==> config.mk <==
export PLATFORM = sky130hd
export DESIGN_NAME = reset_boot_loader
export DESIGN_NICKNAME = d
export VERILOG_FILES = /design/src/boot_pkg.sv /design/src/boot_fifo.sv /design/src/link_port.sv /design/src/reset_boot_loader.sv
export SDC_FILE = /design/constraint.sdc
export NUM_CORES = 1
export LEC_CHECK = 0
export ABC_CLOCK_PERIOD_IN_PS = 2700
export BUFFER_PORTS_ARGS = -buffer_cell sky130_fd_sc_hd__buf_2
export CAP_MARGIN = 20
export CORE_ASPECT_RATIO = 0.5
export CORE_MARGIN = 2
export CORE_UTILIZATION = 54
export CTS_CLUSTER_SIZE = 16
export DETAILED_ROUTE_END_ITERATION = 8
export PLACE_DENSITY = 0.81
export SLEW_MARGIN = 0
export SYNTH_ARGS = -nofsm -noshare
export SYNTH_HDL_FRONTEND = slang
export SYNTH_SLANG_ARGS = --single-unit
==> constraint.sdc <==
create_clock -name CORE_CLK_I -period 2.7 [get_ports CORE_CLK_I]
set_input_delay 0.405 -clock CORE_CLK_I [delete_from_list [all_inputs] [get_ports CORE_CLK_I]]
set_output_delay 0.405 -clock CORE_CLK_I [all_outputs]
set_load 0.01 [all_outputs]
==> src/boot_pkg.sv <==
/*
 * Shared constants, types and state codes for the reset and boot loader.
 * Assumes a single 100 MHz core clock and byte-wide serial links.
 */
package boot_pkg;

    // ************************************************************
    // Sizes and addresses
    // ************************************************************
    localparam int          NUM_LINKS      = 4;
    localparam int          BYTE_W         = 8;
    localparam int          ADDR_W         = 32;
    localparam int          FIFO_DEPTH     = 8;
    localparam logic [31:0] ROM_ENTRY_ADDR = 32'hFFFF_FFFE;
    // Load base is product dependent; this value is a plain default.
    localparam logic [31:0] LOAD_BASE_ADDR = 32'h0000_0100;

    // ************************************************************
    // Timing
    // ************************************************************
    localparam int CLK_PERIOD_NS   = 10;
    localparam int LINK_RATE_MBPS  = 10;
    localparam int LINK_BIT_NS     = 1000 / LINK_RATE_MBPS;
    localparam int BIT_CYC_INT     = LINK_BIT_NS / CLK_PERIOD_NS;
    localparam int EMI_INIT_NS     = 200;
    localparam int EMI_CYC_INT     =
        (EMI_INIT_NS + CLK_PERIOD_NS - 1) / CLK_PERIOD_NS;
    localparam logic [4:0] BIT_CYCLES   = 5'(BIT_CYC_INT);
    localparam logic [4:0] FIRST_SAMPLE = 5'(BIT_CYC_INT + BIT_CYC_INT / 2);
    localparam logic [4:0] ACK_CYCLES   = 5'(2 * BIT_CYC_INT);
    localparam logic [7:0] EMI_CYCLES   = 8'(EMI_CYC_INT);
    localparam logic [3:0] STOP_BIT_IDX = 4'h9;

    // ************************************************************
    // Types
    // ************************************************************
    typedef enum logic [2:0] {
        ST_INIT  = 3'b000,
        ST_WAIT  = 3'b001,
        ST_LOAD  = 3'b010,
        ST_ENTER = 3'b011,
        ST_RUN   = 3'b100
    } boot_state_t;

    typedef struct packed {
        logic overflow;
        logic bound;
        logic div_zero;
    } sw_err_t;

    typedef struct packed {
        logic [ADDR_W-1:0] addr;
        logic [BYTE_W-1:0] data;
    } mem_wr_t;

    typedef struct packed {
        logic [1:0]        link;
        logic [BYTE_W-1:0] data;
    } chan_byte_t;

endpackage

==> src/boot_fifo.sv <==
/*
 * Synchronous FIFO with valid and ready on both sides.
 * Assumes one clock; the drain side may stall so the FIFO really fills.
 */
`timescale 1ns/1ps
module boot_fifo #(
    parameter int W     = 8,
    parameter int DEPTH = 8
) (
    input  wire logic         clk_i,
    input  wire logic         rst_n_i,
    input  wire logic         ce_i,
    input  wire logic         in_valid_i,
    output logic              in_ready_o,
    input  wire logic [W-1:0] in_data_i,
    output logic              out_valid_o,
    input  wire logic         out_ready_i,
    output logic [W-1:0]      out_data_o
);
    localparam int AW = $clog2(DEPTH);

    logic [W-1:0]  mem_q [DEPTH];
    logic [AW-1:0] wr_q;
    logic [AW-1:0] rd_q;
    logic [AW:0]   cnt_q;
    logic          push;
    logic          pop;

    assign in_ready_o  = (cnt_q != (AW+1)'(DEPTH));
    assign out_valid_o = (cnt_q != '0);
    assign out_data_o  = mem_q[rd_q];
    assign push        = in_valid_i & in_ready_o;
    assign pop         = out_valid_o & out_ready_i;

    always_ff @(posedge clk_i) begin
        if (ce_i && push) begin
            mem_q[wr_q] <= in_data_i;
        end
    end

    always_ff @(posedge clk_i) begin
        if (!rst_n_i) begin
            wr_q  <= '0;
            rd_q  <= '0;
            cnt_q <= '0;
        end else if (ce_i) begin
            if (push) begin
                wr_q <= (wr_q == AW'(DEPTH - 1)) ? '0 : wr_q + 1'b1;
            end
            if (pop) begin
                rd_q <= (rd_q == AW'(DEPTH - 1)) ? '0 : rd_q + 1'b1;
            end
            cnt_q <= cnt_q + (AW+1)'(push) - (AW+1)'(pop);
        end
    end
endmodule

==> src/link_port.sv <==
/*
 * One serial link end: byte receiver and acknowledge sender.
 * Assumes data packets of 1,1,eight bits LSB first,0 and acks of 1,0.
 */
`timescale 1ns/1ps
module link_port
    import boot_pkg::*;
(
    input  wire logic              clk_i,
    input  wire logic              rst_n_i,
    input  wire logic              ce_i,
    input  wire logic              line_i,
    input  wire logic              take_i,
    output logic                   valid_o,
    output logic [BYTE_W-1:0]      data_o,
    output logic                   line_o
);
    logic              s1_q;
    logic              s2_q;
    logic              busy_q;
    logic [4:0]        cnt_q;
    logic [3:0]        bit_q;
    logic [BYTE_W-1:0] shift_q;
    logic [4:0]        ack_q;

    // ************************************************************
    // Receive side
    // ************************************************************
    // The pin is free running against our clock, so it is resynchronised.
    always_ff @(posedge clk_i) begin
        if (!rst_n_i) begin
            s1_q <= 1'b0;
            s2_q <= 1'b0;
        end else if (ce_i) begin
            s1_q <= line_i;
            s2_q <= s1_q;
        end
    end

    always_ff @(posedge clk_i) begin
        if (!rst_n_i) begin
            busy_q  <= 1'b0;
            cnt_q   <= '0;
            bit_q   <= '0;
            shift_q <= '0;
            valid_o <= 1'b0;
            data_o  <= '0;
        end else if (ce_i) begin
            if (take_i) begin
                valid_o <= 1'b0;
            end
            if (!busy_q) begin
                if (s2_q) begin
                    busy_q <= 1'b1;
                    cnt_q  <= FIRST_SAMPLE - 5'h01;
                    bit_q  <= '0;
                end
            end else if (cnt_q != '0) begin
                cnt_q <= cnt_q - 5'h01;
            end else begin
                cnt_q <= BIT_CYCLES - 5'h01;
                bit_q <= bit_q + 4'h1;
                if (bit_q == 4'h0 && !s2_q) begin
                    busy_q <= 1'b0;
                end else if (bit_q == STOP_BIT_IDX) begin
                    busy_q  <= 1'b0;
                    valid_o <= 1'b1;
                    data_o  <= shift_q;
                end else if (bit_q != 4'h0) begin
                    shift_q <= {s2_q, shift_q[BYTE_W-1:1]};
                end
            end
        end
    end

    // ************************************************************
    // Acknowledge side
    // ************************************************************
    // Line is high for one bit, then low for one; it idles low.
    always_ff @(posedge clk_i) begin
        if (!rst_n_i) begin
            ack_q  <= '0;
            line_o <= 1'b0;
        end else if (ce_i) begin
            if (take_i) begin
                ack_q <= ACK_CYCLES - 5'h01;
            end else if (ack_q != '0) begin
                ack_q <= ack_q - 5'h01;
            end
            line_o <= take_i | (ack_q > BIT_CYCLES);
        end
    end
endmodule

==> src/reset_boot_loader.sv <==
/*
 * Reset sequencing, boot source choice, link program loader and error
 * latch for one processor node.
 * Assumes the processor core, memory and error sources sit on the same
 * clock, and that link pins and the event pin are asynchronous.
 */
// How it works
// - Processor and links start once reset ends
// - Memory interface initialised while reset sequence runs
// - ROM boot enters at top two bytes
// - First link with message becomes boot link
// - First boot byte is program byte count
// - Store bytes from load base, then jump
// - Other links unacknowledged until process inputs them
// - Software errors set the error flag
// - Error pin follows the flag directly
// - Error either ignored or halts execution
// - Link outputs idle low
// - Each link is two one-way wires
// - Links run at ten megabits per second
// - Single clock; link timing derived from it
// - Link inputs sampled asynchronously
// - Event input requests processor attention
`timescale 1ns/1ps
module reset_boot_loader
    import boot_pkg::*;
(
    input  wire logic                 CORE_CLK_I,
    input  wire logic                 RST_N_I,
    input  wire logic                 CE_I,
    input  wire logic                 BOOT_FROM_LINK_I,
    input  wire logic [NUM_LINKS-1:0] LINK_IN_I,
    output logic      [NUM_LINKS-1:0] LINK_OUT_O,
    input  wire logic [NUM_LINKS-1:0] LINK_INPUT_REQ_I,
    output logic                      CHAN_VALID_O,
    output chan_byte_t                CHAN_BYTE_O,
    output logic                      EMI_INIT_O,
    output logic                      LINKS_EN_O,
    output logic                      PROC_RUN_O,
    output logic                      START_O,
    output logic [ADDR_W-1:0]         START_ADDR_O,
    output logic                      MEM_WR_VALID_O,
    input  wire logic                 MEM_WR_READY_I,
    output mem_wr_t                   MEM_WR_O,
    input  wire sw_err_t              SW_ERR_I,
    input  wire logic                 ERR_CLR_I,
    input  wire logic                 HALT_ON_ERR_I,
    output logic                      ERROR_O,
    output logic                      PROC_HALT_O,
    input  wire logic                 EVENT_REQ_I,
    output logic                      EVENT_O
);

    // ************************************************************
    // Declarations
    // ************************************************************
    boot_state_t                   state_q;
    logic [7:0]                    emi_cnt_q;
    logic                          strap_s1_q;
    logic                          strap_s2_q;
    logic                          link_boot_q;
    logic                          ev_s1_q;
    logic                          ev_s2_q;
    logic                          ev_s3_q;
    logic [1:0]                    boot_link_q;
    logic [BYTE_W-1:0]             left_q;
    logic [ADDR_W-1:0]             wr_addr_q;
    logic                          err_q;
    logic [NUM_LINKS-1:0]          rx_valid;
    logic [BYTE_W-1:0]             rx_data [NUM_LINKS];
    logic [NUM_LINKS-1:0]          take;
    logic [NUM_LINKS-1:0]          first_oh;
    logic [NUM_LINKS-1:0]          run_oh;
    logic [1:0]                    first_idx;
    logic [1:0]                    run_idx;
    logic                          fifo_in_valid;
    logic                          fifo_in_ready;
    logic                          fifo_out_valid;
    logic [BYTE_W-1:0]             fifo_out_data;
    logic                          mem_fire;
    logic                          any_err;

    // ************************************************************
    // Link ports
    // ************************************************************
    genvar g;
    generate
        for (g = 0; g < NUM_LINKS; g++) begin : g_link
            link_port u_port (
                .clk_i   (CORE_CLK_I),
                .rst_n_i (RST_N_I),
                .ce_i    (CE_I),
                .line_i  (LINK_IN_I[g]),
                .take_i  (take[g]),
                .valid_o (rx_valid[g]),
                .data_o  (rx_data[g]),
                .line_o  (LINK_OUT_O[g])
            );

            // Taking a byte is what sends its acknowledge.
            always_comb begin
                take[g] = 1'b0;
                unique case (state_q)
                    ST_WAIT: take[g] = first_oh[g];
                    ST_LOAD: take[g] = rx_valid[g] &&
                                       (boot_link_q == 2'(g)) &&
                                       fifo_in_ready && (left_q != '0);
                    ST_RUN:  take[g] = run_oh[g];
                    ST_INIT,
                    ST_ENTER: take[g] = 1'b0;
                endcase
            end
        end
    endgenerate

    // ************************************************************
    // Arbitration between links
    // ************************************************************
    // The lowest numbered link wins a tie within one clock.
    always_comb begin
        first_oh  = '0;
        first_idx = '0;
        for (int i = NUM_LINKS - 1; i >= 0; i--) begin
            if (rx_valid[i]) begin
                first_oh  = '0;
                first_oh[i] = 1'b1;
                first_idx = 2'(i);
            end
        end
    end

    // Once running, a link is taken only while a process inputs from it.
    always_comb begin
        run_oh  = '0;
        run_idx = '0;
        for (int i = NUM_LINKS - 1; i >= 0; i--) begin
            if (rx_valid[i] && LINK_INPUT_REQ_I[i]) begin
                run_oh  = '0;
                run_oh[i] = 1'b1;
                run_idx = 2'(i);
            end
        end
    end

    // ************************************************************
    // Program buffer
    // ************************************************************
    // A full buffer stops the take, so the sender waits for its ack.
    assign fifo_in_valid = (state_q == ST_LOAD) && (left_q != '0) &&
                           rx_valid[boot_link_q];

    boot_fifo #(
        .W     (BYTE_W),
        .DEPTH (FIFO_DEPTH)
    ) u_fifo (
        .clk_i       (CORE_CLK_I),
        .rst_n_i     (RST_N_I),
        .ce_i        (CE_I),
        .in_valid_i  (fifo_in_valid),
        .in_ready_o  (fifo_in_ready),
        .in_data_i   (rx_data[boot_link_q]),
        .out_valid_o (fifo_out_valid),
        .out_ready_i (MEM_WR_READY_I),
        .out_data_o  (fifo_out_data)
    );

    assign MEM_WR_VALID_O = fifo_out_valid;
    assign MEM_WR_O.addr  = wr_addr_q;
    assign MEM_WR_O.data  = fifo_out_data;
    assign mem_fire       = fifo_out_valid & MEM_WR_READY_I;

    // Consecutive addresses from the load base.
    always_ff @(posedge CORE_CLK_I) begin
        if (!RST_N_I) begin
            wr_addr_q <= LOAD_BASE_ADDR;
        end else if (CE_I && mem_fire) begin
            wr_addr_q <= wr_addr_q + 32'h0000_0001;
        end
    end

    // ************************************************************
    // Boot strap
    // ************************************************************
    // The strap pin is resynchronised and captured only while reset is
    // low, so a late change after release cannot alter the boot path.
    always_ff @(posedge CORE_CLK_I) begin
        if (CE_I) begin
            strap_s1_q <= BOOT_FROM_LINK_I;
            strap_s2_q <= strap_s1_q;
        end
    end

    always_ff @(posedge CORE_CLK_I) begin
        if (!RST_N_I) begin
            link_boot_q <= strap_s2_q;
        end
    end

    // ************************************************************
    // Boot sequencer
    // ************************************************************
    // The reset driver keeps reset long enough for the strap to settle.
    always_ff @(posedge CORE_CLK_I) begin
        if (!RST_N_I) begin
            state_q     <= ST_INIT;
            emi_cnt_q   <= EMI_CYCLES;
            boot_link_q <= '0;
            left_q      <= '0;
        end else if (CE_I) begin
            unique case (state_q)
                ST_INIT: begin
                    if (emi_cnt_q > 8'h01) begin
                        emi_cnt_q <= emi_cnt_q - 8'h01;
                    end else begin
                        state_q <= link_boot_q ? ST_WAIT : ST_ENTER;
                    end
                end
                ST_WAIT: begin
                    if (rx_valid != '0) begin
                        boot_link_q <= first_idx;
                        left_q      <= rx_data[first_idx];
                        state_q     <= ST_LOAD;
                    end
                end
                ST_LOAD: begin
                    if (take[boot_link_q]) begin
                        left_q <= left_q - 8'h01;
                    end
                    if (left_q == '0 && !fifo_out_valid) begin
                        state_q <= ST_ENTER;
                    end
                end
                ST_ENTER: begin
                    state_q <= ST_RUN;
                end
                ST_RUN: begin
                    state_q <= ST_RUN;
                end
                default: begin
                    state_q <= ST_INIT;
                end
            endcase
        end
    end

    // ************************************************************
    // Start of execution
    // ************************************************************
    always_ff @(posedge CORE_CLK_I) begin
        if (!RST_N_I) begin
            START_O      <= 1'b0;
            START_ADDR_O <= ROM_ENTRY_ADDR;
        end else if (CE_I) begin
            START_O <= (state_q == ST_ENTER);
            if (state_q == ST_ENTER) begin
                START_ADDR_O <= link_boot_q ? LOAD_BASE_ADDR
                                            : ROM_ENTRY_ADDR;
            end
        end
    end

    // Links come alive as soon as the memory interface is ready.
    always_ff @(posedge CORE_CLK_I) begin
        if (!RST_N_I) begin
            EMI_INIT_O <= 1'b1;
            LINKS_EN_O <= 1'b0;
            PROC_RUN_O <= 1'b0;
        end else if (CE_I) begin
            EMI_INIT_O <= (state_q == ST_INIT);
            LINKS_EN_O <= (state_q != ST_INIT);
            PROC_RUN_O <= (state_q == ST_RUN) && !PROC_HALT_O;
        end
    end

    // ************************************************************
    // Channel bytes after boot
    // ************************************************************
    always_ff @(posedge CORE_CLK_I) begin
        if (!RST_N_I) begin
            CHAN_VALID_O <= 1'b0;
            CHAN_BYTE_O  <= '0;
        end else if (CE_I) begin
            CHAN_VALID_O <= (state_q == ST_RUN) && (run_oh != '0);
            if ((state_q == ST_RUN) && (run_oh != '0)) begin
                CHAN_BYTE_O.link <= run_idx;
                CHAN_BYTE_O.data <= rx_data[run_idx];
            end
        end
    end

    // ************************************************************
    // Error flag
    // ************************************************************
    assign any_err = SW_ERR_I.overflow | SW_ERR_I.bound | SW_ERR_I.div_zero;

    // A new error in the clearing cycle keeps the flag set.
    always_ff @(posedge CORE_CLK_I) begin
        if (!RST_N_I) begin
            err_q <= 1'b0;
        end else if (CE_I) begin
            err_q <= any_err | (err_q & ~ERR_CLR_I);
        end
    end

    assign ERROR_O = err_q;

    // Halting stops the core before it can spread a corrupt result.
    always_ff @(posedge CORE_CLK_I) begin
        if (!RST_N_I) begin
            PROC_HALT_O <= 1'b0;
        end else if (CE_I) begin
            PROC_HALT_O <= (err_q | any_err) & HALT_ON_ERR_I;
        end
    end

    // ************************************************************
    // Event pin
    // ************************************************************
    // Only the rising edge is passed on, one clock wide.
    always_ff @(posedge CORE_CLK_I) begin
        if (!RST_N_I) begin
            ev_s1_q <= 1'b0;
            ev_s2_q <= 1'b0;
            ev_s3_q <= 1'b0;
            EVENT_O <= 1'b0;
        end else if (CE_I) begin
            ev_s1_q <= EVENT_REQ_I;
            ev_s2_q <= ev_s1_q;
            ev_s3_q <= ev_s2_q;
            EVENT_O <= ev_s2_q & ~ev_s3_q;
        end
    end

    // Everything above runs on one clock; link bit timing is counted
    // from it rather than from a faster derived clock.

endmodule

* Word level (Yosys, flattened, before mapping) *
Memory sizes are Yosys's and may differ from the RTL's. A register that Yosys moved wholly into a read port is not among the register bits.
Index checks and enable logic that the tools add are counted.

cells by class
  add/subtract/negate cells = 19
  order comparisons = 9
  equal/unequal tests = 22
  mux-type cells = 120
  bitwise gates (word level) = 30
  reductions and logical operators = 96

operator list
  operator               number
  $mux 5                 20
  $mux 4                 20
  $mux 8                 8
  $bmux 8 s2             3
  $mux 1                 44
  $reduce_bool 5->1      8
  $sub 5x1->5 const B    8
  $add 32x1->32 const B  1
  $mux 32                1
  $reduce_bool 4->1      7
  $logic_and 1x1->1      27
  $reduce_and 2->1       12
  $reduce_and 6->1       4
  $mux 3                 7
  $gt 5x4->1 const B     4
  $reduce_and 5->1       4
  $mux 2                 9
  $reduce_and 3->1       6
  $reduce_bool 2->1      9
  $add 4x1->4 const B    4
  $eq 4x4->1 const B     4
  $logic_not 4->1        4
  $pmux 1 s4             4
  $pmux 8 s2             1
  29 further kinds       77

word-level totals
  register bits after elaboration = 259
  RAM bits = 64
  input port bits = 19
  output and inout bits = 95
  logic and storage cells = 362
  memories kept = 1

memories
  memory        depth  bits a word  read ports  clocked after Yosys merged registers in  wr ports  line             RTL
  u_fifo.mem_q  8      8            1           1                                        1         boot_fifo.sv:22  logic [W-1:0] mem_q [DEPTH];

* Longest topological paths before layout *
Gate-level depths: netlist of run 1.

  word-level depth = 11
  depth in mapped cells = 14

* Hierarchy *
A second synthesis of run 1 with hierarchy kept.

second synthesis, totals
  cell total of the unflattened synthesis = 1408
  area, all modules = 14308.7 µm²

by module, submodules not included
  module             instances  cells each  area each (µm²)  seq. area each (µm²)
  link_port          4          168         1602.8           700.7
  reset_boot_loader  1          560         4678.2           1591.5
  boot_fifo          1          176         3219.3           2182.1

* Least setup slack after synthesis of run 1 *
Ideal clock, no wire load.

  path type = reg2reg
  start = register state_q[2]
  end = memory u_fifo.mem_q[0][0], enable pin
  library setup time = 395 ps
  arrival = 2244 ps
  required time = 2305 ps
  slack = 61 ps
  cell stages (with the launch flop) = 6
  path buffers = 1
  period minus slack after synthesis = 2639 ps
  cell sequence = dfxtp_1 > or3b_1 > clkbuf_1 > a211oi_2 > nand3_1 > nor4_1

on the way
  word-level cells in the longest chain between the ends = 7

RTL lines
  what                            line                      RTL
  start, declared                 reset_boot_loader.sv:57   boot_state_t state_q;
  start signal, assigned          reset_boot_loader.sv:215  state_q <= link_boot_q ? ST_WAIT : ST_ENTER;
  $eq 3x2->1                      reset_boot_loader.sv:149  assign fifo_in_valid = (state_q == ST_LOAD) && (left_q != '0) &&
  $logic_and 1x1->1 (2 in a row)  reset_boot_loader.sv:149
  $and 1x1->1                     boot_fifo.sv:32           assign push = in_valid_i & in_ready_o;
  $logic_and 1x1->1               boot_fifo.sv:36           if (ce_i && push) begin
  $mux 1                          boot_fifo.sv:36
  $mux 1 (implied by the code)    boot_fifo.sv:37           mem_q[wr_q] <= in_data_i;
  end, declared                   boot_fifo.sv:22

Every way passes these cells.

* Final worst setup path of run 1 *
  start = register left_q[0]
  end = memory u_fifo.mem_q[7][2], enable pin

on the way
  word-level cells in the longest chain between the ends = 7

RTL lines
  what                            line                      RTL
  start, declared                 reset_boot_loader.sv:66   logic [BYTE_W-1:0] left_q;
  start signal, assigned          reset_boot_loader.sv:221  left_q <= rx_data[first_idx];
  start signal, assigned          reset_boot_loader.sv:227  left_q <= left_q - 8'h01;
  $reduce_bool 8->1               reset_boot_loader.sv:149
  $logic_and 1x1->1 (2 in a row)  reset_boot_loader.sv:149
  $and 1x1->1                     boot_fifo.sv:32
  $logic_and 1x1->1               boot_fifo.sv:36
  $mux 1                          boot_fifo.sv:36
  $mux 1 (implied by the code)    boot_fifo.sv:37

Every way passes these cells.

==> results.tsv, run 1 <==
stage	metric	value	unit
status	outcome	complete, no violations	
clock_tree	holdBufCountCts	0	
sta	tns	0	ns
die	core_area	25100	um^2
synth	avgSynthCellArea	10.0	um^2
routing	first_pass_iters	5	
global_routing	antenna_found_initial	0	
sta	slew_headroom	0.262	
global_routing	grt_overflow	0	
critical_path	critical_path_class	flip-flop to flip-flop	
synth	synth_flop_cell	dfxtp_1	
routing	drc	0	
clock_tree	root_buffer	clkbuf_16	
sta	fmax	384	MHz
global_routing	globalRouteMet3Util	0.0388	
synth	synth-compound-area-share	0.107	
placement	post_dp_cell_area	14600	um^2
final_layout	n_antenna_cell	0	
global_routing	grt_usage	0.233	
global_routing	grt_use_met1	0.307	
synth	ys_ff_latch	295	
synth	synth_mux_area_frac	0.125	
global_routing	grt_max_degree	62	
synth	seq_area_frac_synth	0.477	
die	io_pins	114	
routing	vias_per_cell	5.79	
routing	routed_wl	32.2	mm
critical_path	r2r-start	left_q[0]	
critical_path	crit_path_start_kind	flip-flop	
power_and_ir_drop	power.leakage	6.18	nW
synth	synthSimpleGateAreaFrac	0.156	
placement	place.port_buffers	111	
critical_path	regToRegSetupSlack	0.09	ns
critical_path	r2r_cells	7	
power_and_ir_drop	peakVddDrop	0.000421	V
synth	synth_area	13800	um^2
placement	place.gp.congestion	0.958	
synth	synth_nets	1436	
sta	final_max_slew_viol_count	0	
clock_tree	path_clk_slew	0.07	ns
clock_tree	cts_buffers	26	
routing	wl_per_cell	17.7	um
routing	drt_iter0_markers	870	
global_routing	grt_pass1_wl	50.6	mm
die	rows	41	
power_and_ir_drop	cellPowerDensity	645	nW/um^2
synth	yosys_warnings	0	
clock_tree	htree_levels	1	
synth	async_flop_share	0	
routing	ant_nets	0	
global_routing	grt_pass1_vias	9949	
critical_path	r2r-end	u_fifo.mem_q[7][2]	
clock_tree	post_cts_buffers	0	
synth	synth_top_family_by_area	simple AND/OR/NAND/NOR gates	
critical_path	arrival	2.79	ns
critical_path	startpoint	left_q[0]	
flow_run	cap_violations	0	
hold_path	whs_path_depth	1	
placement	placedCellCount	1777	
sta	period_minus_slack	2.61	ns
die	die_w	230	um
die	die_area	26900	um^2
critical_path	critPathMaxFanout	8	
global_routing	top_usage_layer	met2	
die	start_util	0.548	
clock_tree	clk_latency	0.55	ns
final_layout	drive_above_1_share	0.182	
sta	finalSetupViolations	0	
sta	rsz0062_at_grt	yes	
die	fp.dieH	117	um
sta	fin_skew	0.0248	ns
sta	period_share	0.966	
final_layout	fin_area	15600	um^2
synth	yosysUniqueCellTypes	78	
sta	worst_slack	0.0925	ns
critical_path	crit_path_end_kind	flip-flop	
synth	synth-edff-count	67	
synth	synthAdderAreaFrac	0.0396	
final_layout	layoutNonFillerInstCount	1825	
final_layout	layout-area-overhead-vs-synth	13.0	%
global_routing	met2_usage	0.406	
clock_tree	cts.sinks	295	
placement	pre_cts_ws	0.0292	ns
placement	dpl.hpwl	22.5	mm
clock_tree	tritoncts	done	
hold_path	min_path_type	input pin to flip-flop	
routing	vias	10600	
synth	postSynthCellCount	1374	
clock_tree	cts_resized	1	
final_layout	post-route-util	0.620	
sta	hold_viol_final	0	
hold_path	whs_endpoint	strap_s1_q	
synth	synth_xor_area_frac	0.0375	
critical_path	worst_ep_required_time	2.88	ns
sta	worst_pin_slew	1.10	ns
hold_path	worstHoldStart	BOOT_FROM_LINK_I	
final_layout	layout.nets	1524	
clock_tree	cts_buffer_depth	3	
-- Yosys cell counts, drive strengths merged (6+ instances only) --
| library cell | instances | area share |
|---|---|---|
| dfxtp | 228 | 0.33 |
| nor2 | 202 | 0.055 |
| mux2i | 85 | 0.062 |
| a21oi | 80 | 0.029 |
| nand2 | 74 | 0.020 |
| edfxtp | 67 | 0.15 |
| inv | 65 | 0.018 |
| buf | 56 | 0.026 |
| clkbuf | 48 | 0.013 |
| ha | 42 | 0.038 |
| o21ai | 41 | 0.015 |
| mux4 | 33 | 0.054 |
| nor4 | 32 | 0.015 |
| xnor2 | 32 | 0.020 |
| xor2 | 27 | 0.017 |
| nand3 | 24 | 0.0087 |
| nor3 | 22 | 0.0080 |
| or3 | 15 | 0.0068 |
| a211oi | 12 | 0.0069 |
| and3 | 12 | 0.0054 |
| mux2 | 12 | 0.0098 |
| nand4 | 12 | 0.0054 |
| nor2b | 9 | 0.0041 |
| o211ai | 8 | 0.0044 |
| a211o | 7 | 0.0044 |
| and2 | 7 | 0.0032 |
| nand3b | 7 | 0.0038 |
| o41ai | 7 | 0.0050 |
| a2111oi | 6 | 0.0039 |
| a22o | 6 | 0.0038 |
| o22ai | 6 | 0.0027 |
-- kinds of logic (layout without fill, tap and decap cells) --
family / Yosys count / after routing
AND/OR/NAND/NOR: 450 / 450
XOR/XNOR: 59 / 59
adder cells (fa/ha/maj): 43 / 43
multiplexers: 130 / 130
AO/OA/AOI/OAI: 225 / 225
other: 2 / 2
buffers and inverters: 170 / 277
flip-flops: 295 / 295
-- per-stage QoR --
stage / power [mW] / hold slack, ns
after global routing: 10.4 / 0.0282
final: 10.0 / 0.0434
after CTS: 10.1 / 0.0305
after global placement: 6.06 / 0.416
after detailed placement: 6.18 / 0.422
after floorplan: 5.83 / 0.400
-- where the power goes --
group | internal, mW | switching [mW] | total [mW]
Combinational | 0.568 | 0.732 | 1.30
Clock | 2.26 | 1.65 | 3.91
Sequential | 4.67 | 0.166 | 4.83
-- how the worst max path moves through the flow --
stage                    endpoint  slack, ns  depth (start not counted)
2_1_floorplan  u_fifo.mem_q[0][0]       0.06                          5
3_3_place_gp      u_fifo.cnt_q[2]       0.19                         14
3_5_place_dp      u_fifo.cnt_q[2]       0.03                         14
4_1_cts           u_fifo.cnt_q[2]       0.09                         14
5_1_grt        u_fifo.mem_q[3][1]      -0.02                          7
6_report       u_fifo.mem_q[7][2]       0.09                          7
-- per-layer routing --
metal	vias to the layer above	part of all wire
li1	5029	-
met1	5150	0.44
met2	330	0.48
met3	64	0.059
met4	0	0.024
met5	-	0
-- registers in the layout, indices dropped and copies added, names as in the netlist, 2 cells and up, named ones only --
signal                 cells
CHAN_BYTE_O               10
boot_link_q                2
emi_cnt_q                  8
g_link.u_port.ack_q       20
g_link.u_port.bit_q       16
g_link.u_port.busy_q       4
g_link.u_port.cnt_q       20
g_link.u_port.data_o      32
g_link.u_port.line_o       4
g_link.u_port.s1_q         4
g_link.u_port.s2_q         4
g_link.u_port.shift_q     32
g_link.u_port.valid_o      4
left_q                     8
state_q                    3
u_fifo.cnt_q               4
u_fifo.mem_q              64
u_fifo.rd_q                3
u_fifo.wr_q                3
wr_addr_q                 32
-- final cells by class --
class / instances / area, um^2
inverter: 66 / 250
clock buffer: 36 / 759
multi-input combinational: 909 / 6450
fill: 2002 / 9560
sequential: 295 / 6580
clock inverter: 11 / 145
tap: 344 / 430
timing repair buffer: 164 / 966
-- cells in the final DEF (no fill, tap or decap), types with 6 or more instances in the layout --
master / instances
buf_4: 52
o211ai_1: 8
edfxtp_1: 67
o22ai_1: 6
xor2_1: 27
nor3_1: 22
inv_1: 62
a211o_1: 7
clkbuf_16: 27
nand3_1: 24
nand4_1: 12
mux4_2: 33
mux2i_1: 85
nor2_1: 201
o21ai_1: 11
nand3b_1: 7
ha_1: 42
dfxtp_1: 228
or3_1: 15
mux2_2: 11
a22o_1: 6
buf_2: 111
nor2b_1: 9
o41ai_1: 6
and3_1: 12
a21oi_1: 80
xnor2_1: 32
nand2_1: 74
a211oi_1: 11
nor4_1: 30
and2_1: 7
o21ai_0: 29
-- critical path, stage by stage (launching register included) --
cell and delay (ns):
dfxtp_1 0.37, inv_1 0.08, ha_1 0.22, nor4b_2 0.18
a211oi_2 0.22, and2_1 0.29, nand3_1 0.22, nor2_1 0.66
Power figures use the tool's default switching activity.
==> inputs of run 2 (changes only) <==
- CORE_ASPECT_RATIO: 0.5 -> 0.9
==> results.tsv, run 2 (synthesis results as in run 1) <==
stage	metric	value	unit	change
routing	drc	0		unchanged
critical_path	r2r-start	left_q[0]		
final_layout	layout.nets	1526		+0.13%
routing	wl_met1	13.3	mm	-6.0%
die	die_area	26800	um^2	-0.28%
power_and_ir_drop	peakVddDrop	0.000436	V	+3.5%
sta	fin_skew	0.00936	ns	-0.0154 ns
sta	finalSetupViolations	0		unchanged
placement	place.gp.congestion	0.915		-4.5%
routing	highest_layer	met4		
routing	ant_nets	0		unchanged
critical_path	critPathMaxFanout	8		unchanged
final_layout	regArea	6580	um^2	unchanged
clock_tree	tritoncts	done		
critical_path	worst_ep_required_time	2.87	ns	about the same
clock_tree	cts.sinks	295		unchanged
final_layout	drive_above_1_share	0.180		-0.00153
routing	wl_met3	1.58	mm	-17%
die	rows	55		+34%
die	core_area	25100	um^2	about the same
final_layout	fillerInstances	2022		+1.0%
sta	period_minus_slack	2.62	ns	+0.00807 ns
sta	period_share	0.969		+0.00299
clock_tree	post_cts_buffers	0		unchanged
clock_tree	cts_buffer_depth	3		unchanged
routing	first_pass_iters	7		+2
clock_tree	holdBufCountCts	0		unchanged
critical_path	slowest_stage	nor2_1		
routing	routed_wl	30.4	mm	-5.5%
critical_path	worstPathCellList	inv_1 > ha_1 > nor4b_2 > a211oi_2 > and2_1 > nand3_1 > nor2_1		
die	io_pins	114		unchanged
critical_path	regToRegSetupSlack	0.08	ns	about the same
hold_path	worstHoldStart	BOOT_FROM_LINK_I		
die	die_w	172	um	-25%
sta	fmax	382	MHz	-0.31%
sta	rsz0062_at_grt	yes		
final_layout	final_common_cell	dfxtp_1		
die	fp.dieH	156	um	+33%
critical_path	arrival	2.79	ns	about the same
power_and_ir_drop	power.leakage	6.19	nW	+0.22%
critical_path	critical_path_class	flip-flop to flip-flop		
final_layout	fin_area	15600	um^2	+0.24%
flow_run	cap_violations	0		unchanged
power_and_ir_drop	finalPower	10.1	mW	+0.14%
global_routing	grt_pass1_wl	49.3	mm	-2.6%
final_layout	layout-area-overhead-vs-synth	13.3	%	
routing	vias_per_cell	5.65		-2.4%
final_layout	largest_reg_flops	64		unchanged
critical_path	crit_buf_inv	1		unchanged
global_routing	grt_max_degree	80		+29%
critical_path	crit_path_start_kind	flip-flop		
sta	worst_slack	0.0844	ns	-0.00807 ns
routing	wl_met2	14.7	mm	-4.6%
final_layout	final_cell_mix	dfxtp_1, nor2_1, buf_2, mux2i_1, a21oi_1		
global_routing	antenna_found_initial	0		unchanged
status	outcome	complete, no violations		
clock_tree	root_buffer	clkbuf_16		
sta	slew_headroom	0.255		-0.00701
global_routing	grt_usage	0.225		-0.00776
global_routing	grt_pass1_vias	9966		+0.17%
clock_tree	cts_buffers	30		+15%
final_layout	multi_input_area	6440	um^2	-0.14%
critical_path	startpoint	left_q[0]		
global_routing	grt_overflow	0		unchanged
clock_tree	path_clk_slew	0.06	ns	about the same
die	start_util	0.549		about the same
routing	drt_iter0_markers	834		-4.1%
critical_path	crit_family	simple AND/OR/NAND/NOR gates		
critical_path	crit_path_end_kind	flip-flop		
placement	dpl.hpwl	21.2	mm	-5.8%
sta	hold_viol_final	0		unchanged
final_layout	n_antenna_cell	0		unchanged
critical_path	slowest_delay	0.61	ns	-0.05 ns
placement	place.port_buffers	111		unchanged
hold_path	min_path_type	input pin to flip-flop		
power_and_ir_drop	cellPowerDensity	644	nW/um^2	-0.10%
clock_tree	clk_latency	0.54	ns	about the same
sta	final_max_slew_viol_count	0		unchanged
routing	wl_per_cell	16.6	um	-5.8%
placement	post_dp_cell_area	14600	um^2	about the same
final_layout	max_flop_register	u_fifo.mem_q		
sta	worst_pin_slew	1.10	ns	+0.00346 ns
routing	vias	10300		-2.1%
clock_tree	htree_levels	1		unchanged
placement	pre_cts_ws	0.132	ns	+0.102 ns
[run 2: power by group]
| group | internal (mW) | total [mW] | switching (mW) | leakage, nW |
|---|---|---|---|---|
| clock | 2.32 | 4.00 | 1.68 | 0.458 |
| sequential | 4.67 | 4.83 | 0.161 | 2.49 |
| combinational | 0.545 | 1.23 | 0.683 | 3.24 |
[run 2: final cells by class]
class                   instances  area share
well taps                     342      0.0274
inverters                      66      0.0162
multi-input cells             909       0.412
clock buffers                  43      0.0552
clock inverters                13     0.00665
flip-flops and latches        295       0.421
repair buffers                162      0.0609
[run 2: per-stage QoR]
stage | setup TNS [ns] | hold slack, ns | utilization | std cells
4_1_cts | 0 | 0.0291 | 0.621 | 1830
6_report | 0 | 0.0418 | 0.622 | 1830
3_5_place_dp | 0 | 0.407 | 0.583 | 1774
2_1_floorplan | 0 | 0.400 | - | 1374
3_3_place_gp | 0 | 0.401 | 0.583 | 1774
5_1_grt | -0.744 | 0.0347 | 0.622 | 1830
[run 2: final timing paths]
check | cells past startpoint | end
worst max-delay path | 7 | u_fifo.mem_q[5][2]
worst min-delay path | 1 | strap_s1_q
worst max register to register | 7 | u_fifo.mem_q[5][2]
worst min register to register | 0 | link_boot_q
[run 2: metal layers]
metal | vias to the layer above | track usage
met5 | - | 0
met4 | 0 | 0.0724
met3 | 66 | 0.0327
met2 | 290 | 0.387
met1 | 4949 | 0.293
li1 | 5042 | -
[run 2: repair_timing]
item / 4_1_cts / 5_1_grt
setup endpoints to repair: 0 / 25
resized for setup: 0 / 1
hold endpoints to repair: 0 / 0
